**src/rtl/flash_volcfg_cfg.svh**
```systemverilog
`ifndef FLASH_VOLCFG_CFG_SVH
`define FLASH_VOLCFG_CFG_SVH

// volatile read config field positions
`define VRC_DUMMY_HI     7
`define VRC_DUMMY_LO     4
`define VRC_XIP_BIT      3
`define VRC_KEEP_MASK    8'hF8
// volatile enhanced config field positions
`define VEC_QUAD_BIT     7
`define VEC_DUAL_BIT     6
`define VEC_HOLD_BIT     4
`define VEC_ACCEL_BIT    3
`define VEC_DRV_HI       2
`define VEC_DRV_LO       0
`define VEC_KEEP_MASK    8'hDF
// nonvolatile config field positions
`define NV_DUMMY_HI      15
`define NV_DUMMY_LO      12
`define NV_XIP_HI        11
`define NV_XIP_LO        9
`define NV_DRV_HI        8
`define NV_DRV_LO        6
`define NV_HOLD_BIT      4
`define NV_QUAD_BIT      3
`define NV_DUAL_BIT      2
`define NV_XIP_OFF       3'h7
// reset values
`define VRC_RESET        8'hF8
`define VEC_RESET        8'hDF
`define DUMMY_CODE_ZERO  4'h0
`define DUMMY_DEFAULT    4'hF
// output impedance in ohms per driver code
`define DRV_CODE_60      3'h2
`define DRV_CODE_45      3'h3
`define DRV_CODE_20      3'h5
`define DRV_CODE_15      3'h6
`define DRV_CODE_30      3'h7
`define DRV_OHMS_60      6'h3C
`define DRV_OHMS_45      6'h2D
`define DRV_OHMS_20      6'h14
`define DRV_OHMS_15      6'h0F
`define DRV_OHMS_30      6'h1E
`define DRV_OHMS_NONE    6'h00

`endif

```
**src/rtl/flash_volcfg_pkg.sv**
```systemverilog
package flash_volcfg_pkg;

  // command protocol currently in force
  typedef enum logic [2:0] {
    PROTO_EXTENDED = 3'b001,
    PROTO_DUAL     = 3'b010,
    PROTO_QUAD     = 3'b100
  } proto_t;

  // instruction tracking states
  typedef enum logic [3:0] {
    ST_IDLE      = 4'b0001,
    ST_WAIT_DATA = 4'b0010,
    ST_WAIT_END  = 4'b0100,
    ST_READ      = 4'b1000
  } instr_state_t;

endpackage : flash_volcfg_pkg

```
**src/rtl/pin_sync.sv**
```systemverilog
`timescale 1ns/1ps

module pin_sync #(
  parameter int WIDTH = 1
) (
  input  wire logic             clk,    // system clock
  input  wire logic             resetn, // async reset, active low
  input  wire logic [WIDTH-1:0] d,      // asynchronous pin levels
  input  wire logic [WIDTH-1:0] init,   // constant idle level
  output logic      [WIDTH-1:0] q       // synchronised levels
);

  logic [WIDTH-1:0] meta_reg;
  logic [WIDTH-1:0] hold_reg;

  // two flops per pin, first stage read only by second; both hold the
  // offset from the idle level so reset shows idle and no false edge follows
  always_ff @(posedge clk or negedge resetn) begin
    if (!resetn) begin
      meta_reg <= '0;
      hold_reg <= '0;
    end else begin
      meta_reg <= d ^ init;
      hold_reg <= meta_reg;
    end
  end

  // undo the idle offset
  assign q = hold_reg ^ init;

endmodule : pin_sync

```
**src/rtl/dummy_counter.sv**
```systemverilog
`timescale 1ns/1ps

module dummy_counter (
  input  wire logic       clk,        // system clock
  input  wire logic       resetn,     // async reset, active low
  input  wire logic       start,      // begin dummy phase
  input  wire logic       tick,       // serial clock rising edge
  input  wire logic       abort,      // deselect ends the phase
  input  wire logic [3:0] count,      // dummy clocks to insert
  output logic            active,     // dummy phase running
  output logic            first_tick, // first dummy clock edge
  output logic            done        // pulse after last dummy clock
);

  logic [3:0] left_reg;
  logic [3:0] len_reg;

  assign first_tick = active && tick && (left_reg == len_reg);

  // count serial clock edges down to zero
  always_ff @(posedge clk or negedge resetn) begin
    if (!resetn) begin
      active   <= 1'b0;
      done     <= 1'b0;
      left_reg <= 4'h0;
      len_reg  <= 4'h0;
    end else begin
      done <= 1'b0;
      if (abort) begin
        active <= 1'b0;
      end else if (start) begin
        active   <= 1'b1;
        left_reg <= count;
        len_reg  <= count;
      end else if (active && tick) begin
        left_reg <= left_reg - 4'h1;
        if (left_reg == 4'h1) begin
          active <= 1'b0;
          done   <= 1'b1;
        end
      end
    end
  end

endmodule : dummy_counter

```
**src/rtl/flash_volcfg.sv**
```systemverilog
`timescale 1ns/1ps
`include "flash_volcfg_cfg.svh"

// Functional notes
// - completed write-read-config instruction replaces dummy and xip settings at once
// - dummy field codes 1..14 give that count; codes 0 and 15 give 15
// - dummy count applies to all fast reads and the otp area read
// - read config bit 3 low readies xip; high (default) disables it
// - with xip readied, line zero is sampled on the first dummy clock
// - basic xip variant ignores bit 3 and always permits xip
// - completed write-enhanced-config instruction replaces protocol, hold, accel, drive
// - enhanced bit 7 low selects quad protocol; default high keeps extended
// - enhanced bit 6 low selects dual protocol; default high disables it
// - both select bits low gives quad protocol
// - bit 7 back high returns to extended, or dual if bit 6 low
// - enhanced bit 4 low disables hold/reset pin function
// - enhanced bit 3 low enables accelerator only for quad programs or quad protocol
// - enhanced bits 2..0 encode driver impedance; 000, 001 and 100 reserved
// - power-on loads defaults from nonvolatile config before any volatile write
module flash_volcfg
  import flash_volcfg_pkg::*;
#(
  parameter logic [7:0] OP_WR_VRC    = 8'h01, // arbitrary opcode values
  parameter logic [7:0] OP_WR_VEC    = 8'h02,
  parameter logic [7:0] OP_RD_SINGLE = 8'h03,
  parameter logic [7:0] OP_RD_DOUT   = 8'h04,
  parameter logic [7:0] OP_RD_DIO    = 8'h05,
  parameter logic [7:0] OP_RD_QOUT   = 8'h06,
  parameter logic [7:0] OP_RD_QIO    = 8'h07,
  parameter logic [7:0] OP_RD_OTP    = 8'h08,
  parameter logic [7:0] OP_PG_QUAD   = 8'h09,
  parameter logic [7:0] OP_PG_QEXT   = 8'h0A,
  parameter bit         BASIC_XIP    = 1'b0   // basic xip variant
) (
  input  wire logic                     clk,              // 25 MHz system clock
  input  wire logic                     resetn,           // async reset, active low
  input  wire logic [15:0]              nv_config,        // nonvolatile config contents
  input  wire logic                     instr_valid,      // decoded opcode strobe
  input  wire logic [7:0]               instr_code,       // decoded opcode
  input  wire logic                     data_valid,       // data byte strobe
  input  wire logic [7:0]               data_byte,        // received data byte
  input  wire logic                     addr_done,        // address phase finished
  input  wire logic                     sclk_pin,         // serial clock pin
  input  wire logic                     chip_select_n,    // chip select pin, active low
  input  wire logic                     serial_io_line_zero, // data line zero pin
  output logic [7:0]                    volatile_read_config,     // read config readback
  output logic [7:0]                    volatile_enhanced_config, // enhanced readback
  output logic [3:0]                    dummy_cycles,     // effective dummy count
  output logic                          dummy_phase,      // dummy clocks in progress
  output logic                          read_data_start,  // pulse: dummy phase over
  output logic                          xip_ready,        // xip entry permitted
  output logic                          xip_sample_valid, // pulse: line zero captured
  output logic                          xip_line_value,   // line zero at first dummy
  output flash_volcfg_pkg::proto_t      protocol,         // command protocol
  output logic                          hold_enable,      // hold/reset pin active
  output logic                          accel_enable,     // accelerator voltage allowed
  output logic [2:0]                    drive_code,       // driver strength code
  output logic [5:0]                    drive_ohms,       // impedance in ohms
  output logic                          drive_reserved    // code is reserved
);

  instr_state_t state_reg;
  logic [7:0]   vrc_reg;
  logic [7:0]   vec_reg;
  logic [7:0]   stage_reg;
  logic         target_vec_reg;
  logic         por_done_reg;
  logic         qprog_reg;
  logic [2:0]   pins_s;
  logic         sclk_s;
  logic         cs_n_s;
  logic         dq0_s;
  logic         sclk_prev_reg;
  logic         cs_prev_reg;
  logic         sclk_rise;
  logic         cs_rise;
  logic         commit;
  logic         is_fast_read;
  logic         is_quad_prog;
  logic         cnt_active;
  logic         cnt_first;
  logic         cnt_done;
  logic [3:0]   dummy_code;

  // bring serial pins into the clock domain
  pin_sync #(
    .WIDTH (3)
  ) u_pin_sync (
    .clk    (clk),
    .resetn (resetn),
    .d      ({sclk_pin, chip_select_n, serial_io_line_zero}),
    .init   (3'h2),
    .q      (pins_s)
  );

  assign sclk_s = pins_s[2];
  assign cs_n_s = pins_s[1];
  assign dq0_s  = pins_s[0];

  // edge history of synchronised pins
  always_ff @(posedge clk or negedge resetn) begin
    if (!resetn) begin
      sclk_prev_reg <= 1'b0;
      cs_prev_reg   <= 1'b1;
    end else begin
      sclk_prev_reg <= sclk_s;
      cs_prev_reg   <= cs_n_s;
    end
  end

  assign sclk_rise = sclk_s && !sclk_prev_reg;
  assign cs_rise   = cs_n_s && !cs_prev_reg;
  assign commit    = (state_reg == ST_WAIT_END) && cs_rise;

  // opcode classes
  assign is_fast_read = (instr_code == OP_RD_SINGLE) || (instr_code == OP_RD_DOUT) ||
                        (instr_code == OP_RD_DIO) || (instr_code == OP_RD_QOUT) ||
                        (instr_code == OP_RD_QIO) || (instr_code == OP_RD_OTP);
  assign is_quad_prog = (instr_code == OP_PG_QUAD) || (instr_code == OP_PG_QEXT);

  // instruction tracking; a write only counts once deselect ends it
  always_ff @(posedge clk or negedge resetn) begin
    if (!resetn) begin
      state_reg      <= ST_IDLE;
      stage_reg      <= 8'h00;
      target_vec_reg <= 1'b0;
    end else begin
      case (state_reg)
        ST_IDLE: begin
          if (instr_valid && !cs_n_s && por_done_reg) begin
            if (instr_code == OP_WR_VRC || instr_code == OP_WR_VEC) begin
              state_reg      <= ST_WAIT_DATA;
              target_vec_reg <= (instr_code == OP_WR_VEC);
            end else if (is_fast_read) begin
              state_reg <= ST_READ;
            end
          end
        end
        ST_WAIT_DATA: begin
          if (cs_rise) begin
            state_reg <= ST_IDLE;
          end else if (data_valid) begin
            stage_reg <= data_byte;
            state_reg <= ST_WAIT_END;
          end
        end
        ST_WAIT_END: begin
          if (cs_rise) begin
            state_reg <= ST_IDLE;
          end
        end
        ST_READ: begin
          if (cs_rise) begin
            state_reg <= ST_IDLE;
          end
        end
        default: begin
          state_reg <= ST_IDLE;
        end
      endcase
    end
  end

  // power-on load, then volatile overrides; reserved bits stored as zero
  always_ff @(posedge clk or negedge resetn) begin
    if (!resetn) begin
      por_done_reg <= 1'b0;
      vrc_reg      <= `VRC_RESET;
      vec_reg      <= `VEC_RESET;
    end else if (!por_done_reg) begin
      por_done_reg <= 1'b1;
      vrc_reg      <= {nv_config[`NV_DUMMY_HI:`NV_DUMMY_LO],
                       nv_config[`NV_XIP_HI:`NV_XIP_LO] == `NV_XIP_OFF, 3'h0};
      vec_reg      <= {nv_config[`NV_QUAD_BIT], nv_config[`NV_DUAL_BIT], 1'b0,
                       nv_config[`NV_HOLD_BIT], 1'b1,
                       nv_config[`NV_DRV_HI:`NV_DRV_LO]};
    end else if (commit && !target_vec_reg) begin
      vrc_reg <= stage_reg & `VRC_KEEP_MASK;
    end else if (commit && target_vec_reg) begin
      vec_reg <= stage_reg & `VEC_KEEP_MASK;
    end
  end

  // remember whether the last instruction was a quad program
  always_ff @(posedge clk or negedge resetn) begin
    if (!resetn) begin
      qprog_reg <= 1'b0;
    end else if (instr_valid && state_reg == ST_IDLE && !cs_n_s) begin
      qprog_reg <= is_quad_prog;
    end
  end

  assign dummy_code = vrc_reg[`VRC_DUMMY_HI:`VRC_DUMMY_LO];

  // read config decode
  always_ff @(posedge clk or negedge resetn) begin
    if (!resetn) begin
      dummy_cycles         <= `DUMMY_DEFAULT;
      xip_ready            <= BASIC_XIP;
      volatile_read_config <= `VRC_RESET;
    end else begin
      dummy_cycles <= (dummy_code == `DUMMY_CODE_ZERO) ? `DUMMY_DEFAULT : dummy_code;
      xip_ready    <= BASIC_XIP || !vrc_reg[`VRC_XIP_BIT];
      volatile_read_config <= vrc_reg;
    end
  end

  // dummy clocks after fast read address phase
  dummy_counter u_dummy_counter (
    .clk        (clk),
    .resetn     (resetn),
    .start      ((state_reg == ST_READ) && addr_done),
    .tick       (sclk_rise),
    .abort      (cs_rise),
    .count      (dummy_cycles),
    .active     (cnt_active),
    .first_tick (cnt_first),
    .done       (cnt_done)
  );

  // dummy phase status and line zero capture
  always_ff @(posedge clk or negedge resetn) begin
    if (!resetn) begin
      dummy_phase      <= 1'b0;
      read_data_start  <= 1'b0;
      xip_sample_valid <= 1'b0;
      xip_line_value   <= 1'b1;
    end else begin
      dummy_phase      <= cnt_active;
      read_data_start  <= cnt_done;
      xip_sample_valid <= cnt_first && xip_ready;
      if (cnt_first && xip_ready) begin
        xip_line_value <= dq0_s;
      end
    end
  end

  // enhanced config decode; quad wins over dual
  always_ff @(posedge clk or negedge resetn) begin
    if (!resetn) begin
      protocol                 <= PROTO_EXTENDED;
      hold_enable              <= 1'b1;
      accel_enable             <= 1'b0;
      drive_code               <= `DRV_CODE_30;
      volatile_enhanced_config <= `VEC_RESET;
    end else begin
      if (!vec_reg[`VEC_QUAD_BIT]) begin
        protocol <= PROTO_QUAD;
      end else if (!vec_reg[`VEC_DUAL_BIT]) begin
        protocol <= PROTO_DUAL;
      end else begin
        protocol <= PROTO_EXTENDED;
      end
      hold_enable  <= vec_reg[`VEC_HOLD_BIT];
      accel_enable <= !vec_reg[`VEC_ACCEL_BIT] &&
                      (qprog_reg || !vec_reg[`VEC_QUAD_BIT]);
      drive_code   <= vec_reg[`VEC_DRV_HI:`VEC_DRV_LO];
      volatile_enhanced_config <= vec_reg;
    end
  end

  // driver impedance lookup
  always_ff @(posedge clk or negedge resetn) begin
    if (!resetn) begin
      drive_ohms     <= `DRV_OHMS_30;
      drive_reserved <= 1'b0;
    end else begin
      drive_reserved <= 1'b0;
      case (vec_reg[`VEC_DRV_HI:`VEC_DRV_LO])
        `DRV_CODE_60: drive_ohms <= `DRV_OHMS_60;
        `DRV_CODE_45: drive_ohms <= `DRV_OHMS_45;
        `DRV_CODE_20: drive_ohms <= `DRV_OHMS_20;
        `DRV_CODE_15: drive_ohms <= `DRV_OHMS_15;
        `DRV_CODE_30: drive_ohms <= `DRV_OHMS_30;
        default: begin
          drive_ohms     <= `DRV_OHMS_NONE;
          drive_reserved <= 1'b1;
        end
      endcase
    end
  end
endmodule : flash_volcfg

```
**config.mk**
```make
export PLATFORM = sky130hd
export DESIGN_NAME = flash_volcfg
export DESIGN_NICKNAME = d
export VERILOG_FILES = /design/src/rtl/flash_volcfg_pkg.sv /design/src/rtl/pin_sync.sv /design/src/rtl/dummy_counter.sv /design/src/rtl/flash_volcfg.sv
export VERILOG_INCLUDE_DIRS = /design/src /design/src/rtl
export SDC_FILE = /design/constraint.sdc
export NUM_CORES = 1
export LEC_CHECK = 0
export BUFFER_PORTS_ARGS = -buffer_cell sky130_fd_sc_hd__buf_4
export CAP_MARGIN = 20
export CORE_MARGIN = 3
export CORE_UTILIZATION = 39
export DETAILED_ROUTE_END_ITERATION = 12
export REMOVE_ABC_BUFFERS = 1
export SLEW_MARGIN = 20
export SYNTH_ARGS = -nofsm -noshare
export SYNTH_HDL_FRONTEND = slang
export SYNTH_SLANG_ARGS = --single-unit
```
**constraint.sdc**
```tcl
create_clock -name clk -period 3.7 [get_ports clk]
set_input_delay 0.37 -clock clk [delete_from_list [all_inputs] [get_ports clk]]
set_output_delay 0.37 -clock clk [all_outputs]
set_load 0.01 [all_outputs]
```
======== After elaboration in Yosys (flattened, before gate mapping) ========
Index checks and enable logic that the tools add are counted.
storage, ports and cells
  register bits ........................... 89
cells by class
  equal/unequal tests ..................... 29
  reductions and logical operators ........ 41
  mux-type cells .......................... 27
  $add $sub $neg .......................... 1
  bitwise logic cells ..................... 3
operators with widths
  operator                                             count
  2-to-1 mux 8 bit                                     5
  2-to-1 mux 4 bit                                     9
  equality test 8 x 3 -> 1 bit, second input constant  4
  one-hot mux 6 bit (5 select lines)                   1
  equality test 8 x 4 -> 1 bit, second input constant  3
  equality test 8 x 2 -> 1 bit, second input constant  2
  logical AND 1 bit                                    14
  equality test 3 bit, second input constant           4
  one-hot mux 4 bit (3 select lines)                   1
  2-to-1 mux 1 bit                                     9
  equality test 4 x 1 -> 1 bit, second input constant  2
  equality test 8 x 1 -> 1 bit, second input constant  1
  logical OR 1 bit                                     8
  AND reduction 2 bit                                  4
  equality test 3 x 2 -> 1 bit, second input constant  2
  zero test 1 bit                                      6
  != test 2 x 1 -> 1 bit, second input constant        3
  != test 3 bit, second input constant                 2
  AND reduction 3 bit                                  2
  nonzero test 3 bit                                   2
  OR reduction 5 bit                                   1
  equality test 4 x 2 -> 1 bit, second input constant  1
  equality test 4 x 3 -> 1 bit, second input constant  1
  equality test 4 bit                                  1
  other kinds (10)                                     13

======== Logic depth before layout (Yosys ltp) ========
  depth after elaboration ................. 10
  depth in mapped cells ................... 5
  depth with buffers taken out ............ 5

======== Modules after synthesis ========
Synthesis repeated with hierarchy kept, for this count alone.
second synthesis, totals
  cell total of the unflattened synthesis .. 260
  area total of the unflattened synthesis .. 3,198.1 µm²
by module, submodules not included
  module         instances  area an instance (µm²)  cells an instance
  flash_volcfg   1          2,423.6                 185
  dummy_counter  1          571.8                   63
  pin_sync       1          202.7                   12

======== Worst setup path before layout ========
Ideal clock, no wire load.
  path type ............................... input to register
  start ................................... in instr_code[5]
  end ..................................... reg target_vec_reg
  data arrival time ....................... 1.859 ns
  slack ................................... 1.714 ns
  stages on the path ...................... 4
  path through ............................ or4_4 -> a21o_1 -> or4_4 -> mux2_1
on the way
  word-level cells in the longest chain between the ends .. 3
ends and longest elaborated chain
  element                                                                              RTL line                                  source
  from (decl)                                                                          flash_volcfg.sv:39                        input wire logic [7:0] instr_code,
  equality test 8 x 1 -> 1 bit / equality test 8 x 2 -> 1 bit (equally long branches)  flash_volcfg.sv:131, flash_volcfg.sv:133
  logical OR 1 bit                                                                     flash_volcfg.sv:131                       if (instr_code == OP_WR_VRC || instr_code == OP_WR_VEC) begin
  AND reduction 3 bit (no line)                                                        n/a
  to (signal assigned)                                                                 flash_volcfg.sv:133                       target_vec_reg <= (instr_code == OP_WR_VEC);
  to (decl)                                                                            flash_volcfg.sv:66                        logic target_vec_reg;
Several ways; a longest one is shown, not always the timed one.
A chain may end at the register's enable or synchronous reset.

======== Final worst setup path ========
  start ................................... reg state_reg[0]
  end ..................................... reg target_vec_reg
on the way
  word-level cells in the longest chain between the ends .. 2
ends and longest elaborated chain
  element                        RTL line             source
  from (decl)                    flash_volcfg.sv:62   instr_state_t state_reg;
  from (signal assigned)         flash_volcfg.sv:124  state_reg <= ST_IDLE;
  from (signal assigned)         flash_volcfg.sv:132  state_reg <= ST_WAIT_DATA;
  from (signal assigned)         flash_volcfg.sv:135  state_reg <= ST_READ;
  equality test 4 x 1 -> 1 bit   flash_volcfg.sv:128  case (state_reg)
  AND reduction 3 bit (no line)  n/a
Every way passes these cells.

==> metrics.yaml <==
cp.required_ns: 3.92
finalCriticalPeriod_ns: 2.13
cap_violations: 0
fmax_mhz: 469
coreArea_um2: 7490
critPathLaunchType: "register"
slew_headroom_pct: 37.7
portBuffers: 72
yosys_warnings: 0
synth_top_cell_area_share_pct: 33.1
hold_buffers: 0
start_util_pct: 41.4
via_count: 1991
slowest_stage: "dfstp_2"
status: "completed"
cts.repair.resized: 0
setup_ws_ns: 1.57
drive_above_1_share_pct: 48.1
drt_iter0_markers: 81
grt_pass1_vias: 1991
globalplace.congestion: 0.850
path_clk_slew_ns: 0.07
max_stage_delay_ns: 0.56
maxSlewViolCount: 0
finalCritPeriodShare_pct: 57.6
synth_flop_cell: "dfrtp_1"
wirelength_um: 5980
ys_types: 42
drc: 0
end_kind: "register"
skew_ns: 0.0105
yosysMostFrequentCell: "dfrtp_1"
ioPinCount: 80
crit_fanout: 7
seq_area_frac_synth_pct: 63.7
clk_path_buf_depth: 2
regArea_um2: 1970
rows: 31
numCtsBuffers: 9
fp.dieH_um: 95.1
first_pass_iters: 4
worst_slew_pin_slew_ns: 0.935
n_fill_cell: 663
antenna_found_initial: 0
setup-violations-final: 0
p_leak_nw: 1.88
finalSetupTns_ns: 0
wire_per_inst_um: 14.4
cp.arrival_ns: 2.36
multiInputGateArea_um2: 1020
vdd_drop_max_mv: 0.243
postSynthAreaPerCell_um2: 13.1
pre_cts_ws_ns: 1.55
vias_per_cell: 4.80
gr-usage-all-layers_pct: 14.3
largest_reg_flops: 8
synth_seq_cells: 77
yosys-top-cells-area: "dfrtp_1 (33%), dfstp_2 (31%), mux2_2 (7.3%)"
diodes: 0
insertion_delay_ns: 0.34
ant_nets: 0
grt_max_degree: 78
hold_viol: 0
crit_family: "simple AND/OR/NAND/NOR gates"
die_width_um: 95.1
cts_root_buf: "clkbuf_8"
ys_async_sr_fraction_pct: 100
htree_levels: 3
dpl.hpwl_um: 4220
clkSinkCount: 77
cts_tree: "built"
path_cells: "nor4b_2 -> nand4_1 -> or4_4 -> mux2_1"
synth_common_cells: "dfrtp_1 (41), dfstp_2 (36), mux2_2 (20), a21oi_1 (14)"
die_area_um2: 9050
hp-class: "primary input to register"
fin_nets: 353
cellPowerDensity_nw_per_um2: 560
cts_setup_buffers: 0
syn_area_um2: 3100
grt_pass1_wl_um: 9770
crit_buf_inv: 0
rsz0062_at_grt: "false"
netlist_instances: 237
syn2layout_area_growth_pct: 26.4
critPathKind: "register to register"
synth_edf_count: 0
yosys.area.top_type: "dfrtp_1"
grt.overflow.total: 0
==> path summary, 6_finish.rpt <==
kind                       depth (start not counted)                     endpoint              startpoint  slack [ns]
min                                                1       u_pin_sync.meta_reg[0]     serial_io_line_zero        0.14
min in group asynchronous                          1  u_dummy_counter.left_reg[1]                  resetn        0.16
max in group asynchronous                          1                 stage_reg[1]                  resetn        2.93
max                                                4               target_vec_reg            state_reg[0]        1.57
min reg2reg                                        0       u_pin_sync.hold_reg[0]  u_pin_sync.meta_reg[0]        0.35
max reg2reg                                        4               target_vec_reg            state_reg[0]        1.57
==> metrics by stage <==
| stage | instance area [um2] | total power, mW | instances | util [%] | hold WS (ns) |
|---|---|---|---|---|---|
| finish | 3910 | 2.19 | 415 | 52.3 | 0.137 |
| global route | 3910 | 2.33 | 415 | 52.3 | 0.110 |
| CTS | 3910 | 2.23 | 415 | 52.3 | 0.114 |
| detailed placement | 3700 | 1.53 | 399 | 49.4 | 0.335 |
| global placement | 3700 | 1.52 | 399 | 49.4 | 0.334 |
| floorplan | 3030 | 1.35 | 228 | - | 0.0744 |
==> area by class of cell <==
cell class | count | area share, %
Clock buffer | 11 | 3.61
Clock inverter | 5 | 1.92
Inverter | 11 | 1.05
Multi-Input combinational cell | 140 | 26.1
Sequential cell | 77 | 50.4
Tap cell | 99 | 3.16
Timing Repair Buffer | 72 | 13.8
==> layout by cell type (no fill, tap or decap), drive strengths merged, types with 4 or more instances in the layout <==
master / n
nand2: 11
buf: 72
a21oi: 14
clkbuf: 11
mux2i: 13
dfrtp: 41
nor3: 4
mux2: 21
nand3: 9
o21bai: 4
nor2: 13
conb: 5
inv: 11
dfstp: 36
==> per-layer routing <==
metal / wire, um / share of wire [%] / GRT usage [%]
met1: 2510 / 42 / 18.1
met2: 2850 / 48 / 21.4
met3: 537 / 9.0 / 7.10
met4: 78 / 1.3 / 4.69
met5: 0 / 0 / 0
==> power by group <==
part           switching, mW  total [mW]  leakage [nW]  internal, mW
Sequential             0.100        1.08         0.904         0.983
Combinational          0.194       0.430         0.866         0.235
Clock                  0.285       0.680         0.113         0.395
==> cells by family (layout without fill, tap and decap cells) <==
kind of cell | Yosys count | in the layout | synth area share (%)
compound gates | 34 | 34 | 7.27
xor+xnor | 6 | 6 | 1.70
fa+ha+maj | 2 | 2 | 0.808
flops | 77 | 77 | 63.7
simple gates | 59 | 59 | 10.7
other cells | 2 | 5 | 0.243
buf+inv | 23 | 99 | 3.76
mux | 34 | 34 | 11.8
Note: power is estimated with default switching activity, not from simulation.
